## src/sla_pkg.sv

```systemverilog
/*
 Shared constants for the serial-loaded address expander.
 Assumes a single system clock that samples the serial pins.
*/
package sla_pkg;
    localparam int          CNT_W         = 20;
    localparam int          OFFSET_W      = 10;
    localparam int          NUM_SEL       = 3;
    localparam logic [5:0]  PULSE_INIT_LAST = 6'h14;
    localparam logic [5:0]  PULSE_SEL_LO  = 6'h15;
    localparam logic [5:0]  PULSE_SEL_HI  = 6'h16;
    localparam logic [5:0]  PULSE_MEM_LO  = 6'h17;
    localparam logic [5:0]  PULSE_MEM_HI  = 6'h18;
    localparam logic [5:0]  PULSE_APPLY   = 6'h19;
    localparam logic [5:0]  PULSE_FRAME   = 6'h20;
    localparam logic [4:0]  MSB_1MB       = 5'h10;
    localparam logic [2:0]  SEL_ALL_OFF   = 3'h7;

    typedef enum logic [2:0] {
        SLA_IDLE = 3'b001,
        SLA_LOAD = 3'b010,
        SLA_RUN  = 3'b100
    } sla_state_t;
endpackage : sla_pkg

```

## src/sla_expander.sv

```systemverilog
/*
 Serial-loaded 20-bit address expander with three chip selects.
 Assumes serial pins are asynchronous and ref_clk is much faster than the serial clock.
*/
`timescale 1ns/1ps
module sla_expander (
    // Clock and reset
    input  wire logic                       ref_clk,
    input  wire logic                       rst_b,
    input  wire logic                       clk_en,
    // Serial pins
    input  wire logic                       chip_enable_n,
    input  wire logic                       serial_clock_in,
    input  wire logic                       serial_param_in,
    input  wire logic                       select_output_disable,
    // Outputs
    output logic [sla_pkg::CNT_W-1:0]       counter_out,
    output logic [sla_pkg::NUM_SEL-1:0]     mem_select_n
);
    ////////////////////////////////////////////////////////////////////////////
    logic ce_n_s;
    logic sck_s;
    logic din_s;
    logic oe_dis_s;

    sla_sync u_sync_ce  (.clk(ref_clk), .rst_b(rst_b), .clk_en(clk_en),
                         .async_in(chip_enable_n), .sync_out(ce_n_s));
    sla_sync u_sync_sck (.clk(ref_clk), .rst_b(rst_b), .clk_en(clk_en),
                         .async_in(serial_clock_in), .sync_out(sck_s));
    sla_sync u_sync_din (.clk(ref_clk), .rst_b(rst_b), .clk_en(clk_en),
                         .async_in(serial_param_in), .sync_out(din_s));
    sla_sync u_sync_oe  (.clk(ref_clk), .rst_b(rst_b), .clk_en(clk_en),
                         .async_in(select_output_disable), .sync_out(oe_dis_s));

    ////////////////////////////////////////////////////////////////////////////
    function automatic logic [1:0] sel_decode(input logic lo, input logic hi);
        // 11 folds back to output 0
        sel_decode = (hi && !lo) ? 2'h2 : ((lo && !hi) ? 2'h1 : 2'h0);
    endfunction : sel_decode

    function automatic logic [1:0] sel_next(input logic [1:0] cur);
        sel_next = (cur == 2'h2) ? 2'h0 : cur + 2'h1;
    endfunction : sel_next

    sla_pkg::sla_state_t          state_r;
    sla_pkg::sla_state_t          state_nxt;
    logic                         sck_d_r;
    logic                         ce_d_r;
    logic [5:0]                   pulse_r;
    logic [sla_pkg::CNT_W-1:0]    shift_r;
    logic [sla_pkg::CNT_W-1:0]    cnt_r;
    logic                         s_lo_r;
    logic                         s_hi_r;
    logic                         m_lo_r;
    logic                         m_hi_r;
    logic [1:0]                   sel_r;
    logic                         sel_act_r;

    wire        sck_fall  = sck_d_r && !sck_s;
    wire        ce_fall   = ce_d_r && !ce_n_s;
    wire [5:0]  pulse_now = pulse_r + 6'h01;
    wire [4:0]  msb_idx   = sla_pkg::MSB_1MB + {3'h0, m_hi_r, m_lo_r};
    wire [sla_pkg::CNT_W-1:0] cnt_inc = cnt_r + 20'h00001;
    wire        msb_drop  = cnt_r[msb_idx] && !cnt_inc[msb_idx];
    wire        load_fall = (state_r == sla_pkg::SLA_LOAD) && sck_fall;
    wire [sla_pkg::CNT_W-1:0] init_val =
        {shift_r[sla_pkg::CNT_W-1:sla_pkg::OFFSET_W], {sla_pkg::OFFSET_W{1'b0}}};

    always_comb begin
        state_nxt = state_r;
        unique case (state_r)
            sla_pkg::SLA_IDLE: if (ce_fall) state_nxt = sla_pkg::SLA_LOAD;
            sla_pkg::SLA_LOAD: if (load_fall && pulse_now == sla_pkg::PULSE_FRAME)
                                   state_nxt = sla_pkg::SLA_RUN;
            sla_pkg::SLA_RUN:  state_nxt = state_r;
        endcase
        if (ce_n_s) state_nxt = sla_pkg::SLA_IDLE;
    end

    always_ff @(posedge ref_clk or negedge rst_b) begin
        if (!rst_b) begin
            state_r <= sla_pkg::SLA_IDLE;
            sck_d_r <= 1'b0;
            // Synced pin also leaves reset low, so a high here would fake a fall
            ce_d_r  <= 1'b0;
        end else if (clk_en) begin
            state_r <= state_nxt;
            sck_d_r <= sck_s;
            ce_d_r  <= ce_n_s;
        end
    end

    // Frame loading
    always_ff @(posedge ref_clk or negedge rst_b) begin
        if (!rst_b) begin
            pulse_r <= 6'h00;
            shift_r <= '0;
            s_lo_r  <= 1'b0;
            s_hi_r  <= 1'b0;
            m_lo_r  <= 1'b0;
            m_hi_r  <= 1'b0;
        end else if (clk_en) begin
            if (state_r != sla_pkg::SLA_LOAD) begin
                pulse_r <= 6'h00;
            end else if (load_fall) begin
                pulse_r <= pulse_now;
                if (pulse_now <= sla_pkg::PULSE_INIT_LAST)
                    shift_r[pulse_r[4:0]] <= din_s;
                if (pulse_now == sla_pkg::PULSE_SEL_LO) s_lo_r <= din_s;
                if (pulse_now == sla_pkg::PULSE_SEL_HI) s_hi_r <= din_s;
                if (pulse_now == sla_pkg::PULSE_MEM_LO) m_lo_r <= din_s;
                if (pulse_now == sla_pkg::PULSE_MEM_HI) m_hi_r <= din_s;
                // Later pulses carry no data
            end
        end
    end

    // Counter and chip select
    always_ff @(posedge ref_clk or negedge rst_b) begin
        if (!rst_b) begin
            cnt_r     <= '0;
            sel_r     <= 2'h0;
            sel_act_r <= 1'b0;
        end else if (clk_en) begin
            if (ce_n_s) begin
                cnt_r     <= '0;
                sel_act_r <= 1'b0;
            end else if (load_fall && pulse_now == sla_pkg::PULSE_APPLY) begin
                cnt_r     <= init_val;
                sel_r     <= sel_decode(s_lo_r, s_hi_r);
                sel_act_r <= 1'b1;
            end else if (state_r == sla_pkg::SLA_RUN && sck_fall) begin
                cnt_r <= cnt_inc;
                if (msb_drop) sel_r <= sel_next(sel_r);
            end
        end
    end

    wire [2:0] sel_onehot_n = ~(3'h1 << sel_r);

    always_ff @(posedge ref_clk or negedge rst_b) begin
        if (!rst_b) begin
            mem_select_n <= sla_pkg::SEL_ALL_OFF;
        end else if (clk_en) begin
            mem_select_n <= (oe_dis_s || !sel_act_r || ce_n_s) ?
                            sla_pkg::SEL_ALL_OFF : sel_onehot_n;
        end
    end

    assign counter_out = cnt_r;

    ////////////////////////////////////////////////////////////////////////////
    property p_idle_zero;
        @(posedge ref_clk) disable iff (!rst_b)
        (clk_en && ce_n_s) |=> (cnt_r == '0);
    endproperty
    a_idle_zero: assert property (p_idle_zero) else $error("counter not cleared");

    property p_run_inc;
        @(posedge ref_clk) disable iff (!rst_b)
        (clk_en && !ce_n_s && state_r == sla_pkg::SLA_RUN && sck_fall)
            |=> (cnt_r == $past(cnt_r) + 20'h00001);
    endproperty
    a_run_inc: assert property (p_run_inc) else $error("counter did not advance");

    property p_offset_zero;
        @(posedge ref_clk) disable iff (!rst_b)
        (clk_en && !ce_n_s && load_fall && pulse_now == sla_pkg::PULSE_APPLY)
            |=> (cnt_r[sla_pkg::OFFSET_W-1:0] == '0);
    endproperty
    a_offset_zero: assert property (p_offset_zero) else $error("offset not zero");

    property p_disable;
        @(posedge ref_clk) disable iff (!rst_b)
        (clk_en && oe_dis_s) |=> (mem_select_n == sla_pkg::SEL_ALL_OFF);
    endproperty
    a_disable: assert property (p_disable) else $error("select not disabled");

    property p_one_low;
        @(posedge ref_clk) disable iff (!rst_b)
        1'b1 |-> $countones(~mem_select_n) <= 1;
    endproperty
    a_one_low: assert property (p_one_low) else $error("several selects low");

    property p_sel_code;
        @(posedge ref_clk) disable iff (!rst_b)
        (clk_en && !ce_n_s && load_fall && pulse_now == sla_pkg::PULSE_APPLY && s_hi_r && s_lo_r)
            |=> (sel_r == 2'h0);
    endproperty
    a_sel_code: assert property (p_sel_code) else $error("code 11 wrong");

    property p_sel_move;
        @(posedge ref_clk) disable iff (!rst_b)
        (clk_en && !ce_n_s && state_r == sla_pkg::SLA_RUN && sck_fall && msb_drop)
            |=> (sel_r != $past(sel_r));
    endproperty
    a_sel_move: assert property (p_sel_move) else $error("select did not move");

    property p_sel_hold;
        @(posedge ref_clk) disable iff (!rst_b)
        (state_r == sla_pkg::SLA_RUN && !sck_fall) |=> $stable(sel_r);
    endproperty
    a_sel_hold: assert property (p_sel_hold) else $error("select changed idle");

    property p_start;
        @(posedge ref_clk) disable iff (!rst_b)
        (clk_en && ce_fall && !ce_n_s && state_r == sla_pkg::SLA_IDLE)
            |=> (state_r == sla_pkg::SLA_LOAD);
    endproperty
    a_start: assert property (p_start) else $error("load not started");

    c_run:     cover property (@(posedge ref_clk) state_r == sla_pkg::SLA_RUN);
    c_move:    cover property (@(posedge ref_clk) state_r == sla_pkg::SLA_RUN && msb_drop);
    c_sel_low: cover property (@(posedge ref_clk) mem_select_n != sla_pkg::SEL_ALL_OFF);
endmodule : sla_expander

```

## src/sla_sync.sv

```systemverilog
/*
 Three-flop input synchroniser with agreement filter.
 Assumes the input is asynchronous to clk.
*/
`timescale 1ns/1ps
module sla_sync (
    // Clock and reset
    input  wire logic clk,
    input  wire logic rst_b,
    input  wire logic clk_en,
    // Data
    input  wire logic async_in,
    output logic      sync_out
);
    logic s1_r;
    logic s2_r;
    logic s3_r;

    // Only s2 and s3 are compared; s1 may be metastable
    always_ff @(posedge clk or negedge rst_b) begin
        if (!rst_b) begin
            s1_r     <= 1'b0;
            s2_r     <= 1'b0;
            s3_r     <= 1'b0;
            sync_out <= 1'b0;
        end else if (clk_en) begin
            s1_r <= async_in;
            s2_r <= s1_r;
            s3_r <= s2_r;
            if (s2_r == s3_r) begin
                sync_out <= s3_r;
            end
        end
    end
endmodule : sla_sync

```

## config.mk

```make
export PLATFORM = sky130hd
export DESIGN_NAME = sla_expander
export DESIGN_NICKNAME = d
export VERILOG_FILES = /design/src/sla_pkg.sv /design/src/sla_expander.sv /design/src/sla_sync.sv
export SDC_FILE = /design/constraint.sdc
export NUM_CORES = 1
export LEC_CHECK = 0
export ABC_CLOCK_PERIOD_IN_PS = 5100
export BUFFER_PORTS_ARGS = -buffer_cell sky130_fd_sc_hd__buf_2
export CAP_MARGIN = 20
export CORE_MARGIN = 2
export CORE_UTILIZATION = 40
export DETAILED_ROUTE_END_ITERATION = 10
export RECOVER_POWER = 50
export SYNTH_ARGS = -nofsm -noshare
export SYNTH_HDL_FRONTEND = slang
export SYNTH_SLANG_ARGS = --single-unit
export TNS_END_PERCENT = 1
```

## constraint.sdc

```tcl
create_clock -name ref_clk -period 5.1 [get_ports ref_clk]
set_input_delay 1.02 -clock ref_clk [delete_from_list [all_inputs] [get_ports ref_clk]]
set_output_delay 1.02 -clock ref_clk [all_outputs]
set_load 0.01 [all_outputs]
```

* After elaboration in Yosys (flattened, before gate mapping)
Index checks and enable logic that the tools add are counted.
** Operators by class
- Add/sub/neg operators :: 4
- Reduce and logical (&&, ||, !) cells :: 37
- Magnitude comparators :: 4
- Bitwise gates (word level) :: 3
- Shift-type cells :: 1
- Equal/unequal tests :: 18
- Muxes and demuxes :: 25
** Operator list (count)
- 20-bit two-way mux :: 3
- 6-bit by 5-bit equality test with 1-bit output, second input constant :: 5
- 4-bit AND reduction :: 7
- 20-bit by 1-bit adder with 20-bit output, second input constant :: 1
- 20-bit bitwise mux :: 1
- 2-bit AND reduction :: 7
- 5-bit by 6-bit less-than comparator with 1-bit output, second input constant :: 2
- 3-bit two-way mux :: 4
- 6-bit two-way mux :: 2
- 1-bit binary-select mux with 5-bit select :: 2
- 1-bit logical AND :: 10
- 2-bit two-way mux :: 5
- 2-bit nonzero test :: 4
- 6-bit by 1-bit adder with 6-bit output, second input constant :: 1
- 6-bit equality test, second input constant :: 1
- 6-bit by 5-bit <= comparator with 1-bit output, second input constant :: 1
- 1-bit logical NOT :: 6
- 1-bit two-way mux :: 6
- 3-bit by 2-bit != test with 1-bit output, second input constant :: 2
- 3-bit one-hot mux with 2 select lines :: 1
- 5-bit by 2-bit adder with 5-bit output, first input constant :: 1
- 1-bit demux with 5-bit select :: 1
- 5-bit by 1-bit greater-or-equal comparator with 1-bit output, second input constant :: 1
- 1-bit equality test :: 4
- 12 further kinds :: 14
** Word-level totals
- Register bits :: 77
- Input bits :: 7

* Logic depth before layout (Yosys ltp)
- Word-level depth :: 8
- Gate-level depth with buffers :: 10
- Mapped depth without buffers :: 7

* Hierarchy
From an unflattened synthesis, not the netlist that was laid out.
** Unflattened totals
- Cells, all modules :: 358
- Area, all modules :: 3678.5 sq um
** Modules (own cells, without submodules)
- sla_expander :: area an instance 3052.9 sq um, seq. area each 1281.2 sq um, times used 1, cells an instance 318
- sla_sync :: area an instance 156.4 sq um, seq. area each 100.1 sq um, times used 4, cells an instance 10

* Worst setup path after synthesis
OpenSTA, ideal clock, no wires.
- Kind :: input to register
- From :: input port clk_en
- To :: register u_sync_din.s1_r
- Stages on the path :: 3
- Data arrival time :: 1977 ps
- Library setup time :: 125 ps
- Setup slack :: 2998 ps
- Required time :: 4975 ps
- Cell sequence :: clkbuf_1 -> buf_1 -> mux2_2
** RTL lines
- start: declaration :: line sla_expander.sv:10 : input wire logic clk_en,
- end signal: assignment :: line sla_sync.sv:27 : s1_r <= async_in;
- end: declaration :: line sla_sync.sv:15 : logic s1_r;
No word-level cell between the ends.

* Final worst setup path
- From :: input port clk_en
- To :: register shift_r[17] in the netlist's numbering
** On the way
- Cells in the longest elaborated chain, start to end :: 1
** RTL lines
- 4-bit AND reduction (no line)
- end signal: indexed assignment :: line sla_expander.sv:108 : shift_r[pulse_r[4:0]] <= din_s;
- end: declaration :: line sla_expander.sv:50 : logic [sla_pkg::CNT_W-1:0] shift_r;
Every way passes these cells.
A chain may end at the register's enable or synchronous reset.

==> impl_metrics.csv <==
group,metric,value,unit
routing,drc,0,
power,comb_power_share,13.7,%
outcome,outcome,"finished, violations left",
clock_tree,post_cts_buffers,0,
floorplan,num_rows,34,
worst_setup_path,cp.arrival,3.72,ns
floorplan,die-area,0.00965,mm^2
timing,period_share,68.4,%
worst_setup_path,required,5.33,ns
routing,drtPass1Iterations,4,
routing,met3WireLength,411,um
routing,drtAntennaViolNets,0,
logic_synthesis,yosysSeqAreaShare,47.4,%
clock_tree,cts_max_level,3,
power,switching_share,29.7,%
grt,grt_pass1_wl,12300,um
worst_hold_path,hold_class,"reg2reg",
logic_synthesis,syn_avg_cell_area,10.1,um^2
layout,nets,388,
routing,wl_met1,3430,um
power,ir_drop,0.000185,V
power,pwr-share-clk,33.6,%
grt,grt_usage,15.7,%
power,power.leakage,1.67,nW
timing,finClkSkew,0.0101,ns
timing,slew_headroom,-24.2,%
placed_design,port-buffer-count,29,
worst_setup_path,critical_path.endpoint_type,"flip-flop",
routing,drt_wl_total,7260,um
layout,syn2layout_area_growth,10.0,%
clock_tree,cts_root_buf,"clkbuf_8",
grt,grt_pass1_vias,2495,
floorplan,die-width,98.2,um
clock_tree,cts.path.max_buffers,2,
worst_setup_path,startpoint_type,"input pin",
placed_design,place_congestion,0.827,
floorplan,core-area,0.00868,mm^2
clock_tree,cts.sinks,67,
logic_synthesis,yosysWarnings,0,
clock_tree,cts_buffers,9,
routing,drtIter0Drc,151,
power,power_switching,0.357,mW
logic_synthesis,syn-num-nets,364,
floorplan,fp.dieH,98.2,um
clock_tree,hold_buffers,0,
grt,antenna_found_initial,0,
routing,vias,2686,
routing,top_layer_used,"met4",
power,seqPwrFrac,52.7,%
timing,setup_tns,0,ns
routing,viasPerCell,5.50,
floorplan,initial_core_util,40.9,%
clock_tree,worstSkewPairLatency,0.35,ns
layout,fillerInstances,850,
layout,final_layout_size_suffix_gt1_share,22.4,%
timing,tightestPinTransition,1.86,ns
timing,period_minus_slack,3.49,ns
worst_setup_path,critPathMaxFanout,43,
timing,finalHoldViolCount,0,
logic_synthesis,synth_cells,351,
job,drv_cap,2,
routing,met2_length,3320,um
placed_design,dpl.hpwl,5010,um
power,p_int,0.845,mW
grt,grt_max_degree,44,
floorplan,io_pins,30,
grt,gr-total-overflow,0,
timing,rsz0062_at_grt,"no",
worst_setup_path,critical_path_class,"in2reg",
power,p_total,1.20,mW
routing,avgRoutedWirePerCell,14.9,um
power,power.density,308,mW/mm^2
logic_synthesis,syn_area,0.00355,mm^2
logic_synthesis,yosys_register_bits,67,
logic_synthesis,synth_cell_types,51,
timing,finalSetupViolations,0,
clock_tree,cts_tree,"done",
timing,drv_slew,77,
timing,clock.fmax,286,MHz
clock_tree,path_clk_slew,0.07,ns
outcome,violations,"max-capacitance violations, max-slew violations",
clock_tree,cts_resized,0,
layout,n_antenna_cell,0,
## cells by family (layout without fill, tap and decap cells)
| kind of cell | count (synthesis) | after routing | share of synthesized area [%] |
|---|---|---|---|
| simple gates | 137 | 137 | 19.2 |
| flops | 67 | 67 | 47.4 |
| compound gates | 63 | 63 | 11.4 |
| mux | 43 | 43 | 13.2 |
| buf+inv | 23 | 52 | 3.70 |
| xor+xnor | 12 | 12 | 2.96 |
| fa+ha+maj | 6 | 6 | 2.11 |
## cells in the mapped netlist (all sizes together)
| cell | number | area, um^2 |
|---|---|---|
| or4 | 1 | 7.51 |
| a21oi | 17 | 85.1 |
| mux2i | 12 | 120 |
| o32ai | 1 | 8.76 |
| and2 | 1 | 6.26 |
| nor3 | 12 | 60.1 |
| o31ai | 9 | 67.6 |
| o31a | 1 | 8.76 |
| o21a | 1 | 7.51 |
| xor2 | 8 | 70.1 |
| and4 | 4 | 35.0 |
| nor3b | 1 | 12.5 |
| buf | 11 | 86.3 |
| o22ai | 8 | 50.1 |
| o2bb2ai | 2 | 17.5 |
| o32a | 1 | 10.0 |
| mux2 | 31 | 349 |
| xnor2 | 4 | 35.0 |
| clkbuf | 6 | 22.5 |
| a31oi | 1 | 6.26 |
| a211o | 1 | 8.76 |
| o21ai | 15 | 78.8 |
| or3 | 1 | 6.26 |
| nand4 | 5 | 31.3 |
| nand3 | 10 | 50.1 |
| and3 | 4 | 26.3 |
| a32o | 1 | 10.0 |
| a22oi | 1 | 12.5 |
| a211oi | 1 | 7.51 |
| nor2b | 3 | 18.8 |
| dfrtp | 63 | 1580 |
| nor2 | 37 | 139 |
| nor4 | 2 | 27.5 |
| and4bb | 1 | 12.5 |
| inv | 6 | 22.5 |
| dfstp | 4 | 105 |
| a32oi | 1 | 8.76 |
| nand2b | 12 | 82.6 |
| a22o | 2 | 17.5 |
| nand2 | 42 | 160 |
| nand3b | 1 | 7.51 |
| ha | 6 | 75.1 |
## final cells by class
class	count	area (um^2)	share of cell area [%]
clock buffers	12	155	3.97
well taps	108	135	3.46
multi-input cells	261	1740	44.5
inverters	6	22.5	0.576
flip-flops and latches	67	1680	43.0
repair buffers	30	150	3.84
clock inverters	4	25.0	0.640
## metrics by stage
step	utilization (%)	worst slack [ns]	area (um^2)	cells	hold WS, ns
floorplan	-	3.00	3550	351	0.406
global placement	43.0	2.16	3730	472	0.440
detailed placement	43.0	2.07	3730	472	0.438
CTS	45.1	2.05	3910	488	0.459
global route	45.0	1.31	3910	488	0.509
finish	45.0	1.61	3910	488	0.452
## flip-flops by register name, indices dropped and copies added, names as in the netlist, 2 cells and up
| name | count |
|---|---|
| sel_r | 2 |
| pulse_r | 6 |
| state_r | 3 |
| shift_r | 10 |
| counter_out | 20 |
| mem_select_n | 3 |
## worst paths after layout
kind	startpoint	end	slack (ns)	cells after the start
min in group asynchronous	rst_b	counter_out[6]	1.12	1
setup reg to reg	pulse_r[0]	counter_out[12]	2.05	6
max in group asynchronous	rst_b	state_r[0]	2.66	2
hold reg to reg	sel_r[1]	mem_select_n[2]	0.45	1
hold / removal	sel_r[1]	mem_select_n[2]	0.45	1
setup / recovery	clk_en	shift_r[17]	1.61	5
## routing by layer
metal | GRT usage (%) | vias up
met1 | 21.7 | 1303
met5 | 0 | -
met4 | 5.16 | 0
met3 | 4.15 | 11
li1 | - | 1298
met2 | 24.0 | 74
## worst max-delay path, stage by stage
cell and delay [ns]:
clkbuf_1 1.31, nand2_2 0.42, nor3_1 0.54, nand2_1 0.13, mux2_2 0.28
## layout by cell type, fill, tap and decap left out, types with 11 or more instances in the layout
master,n
mux2i_1,12
nand2_1,41
o21ai_0,14
nor2_1,37
buf_2,27
mux2_2,31
dfrtp_1,63
a21oi_1,17
clkbuf_8,11
nor3_1,12
nand2b_1,11
## power by group through the flow
stage | sequential [mW] | combinational (mW) | clock [mW]
after floorplan | 0.619 | 0.138 | 0
after global placement | 0.640 | 0.163 | 0
after detailed placement | 0.644 | 0.168 | 0
after CTS | 0.634 | 0.168 | 0.419
after global routing | 0.642 | 0.189 | 0.438
final | 0.634 | 0.165 | 0.403
Note: power is estimated with default switching activity, not from simulation.
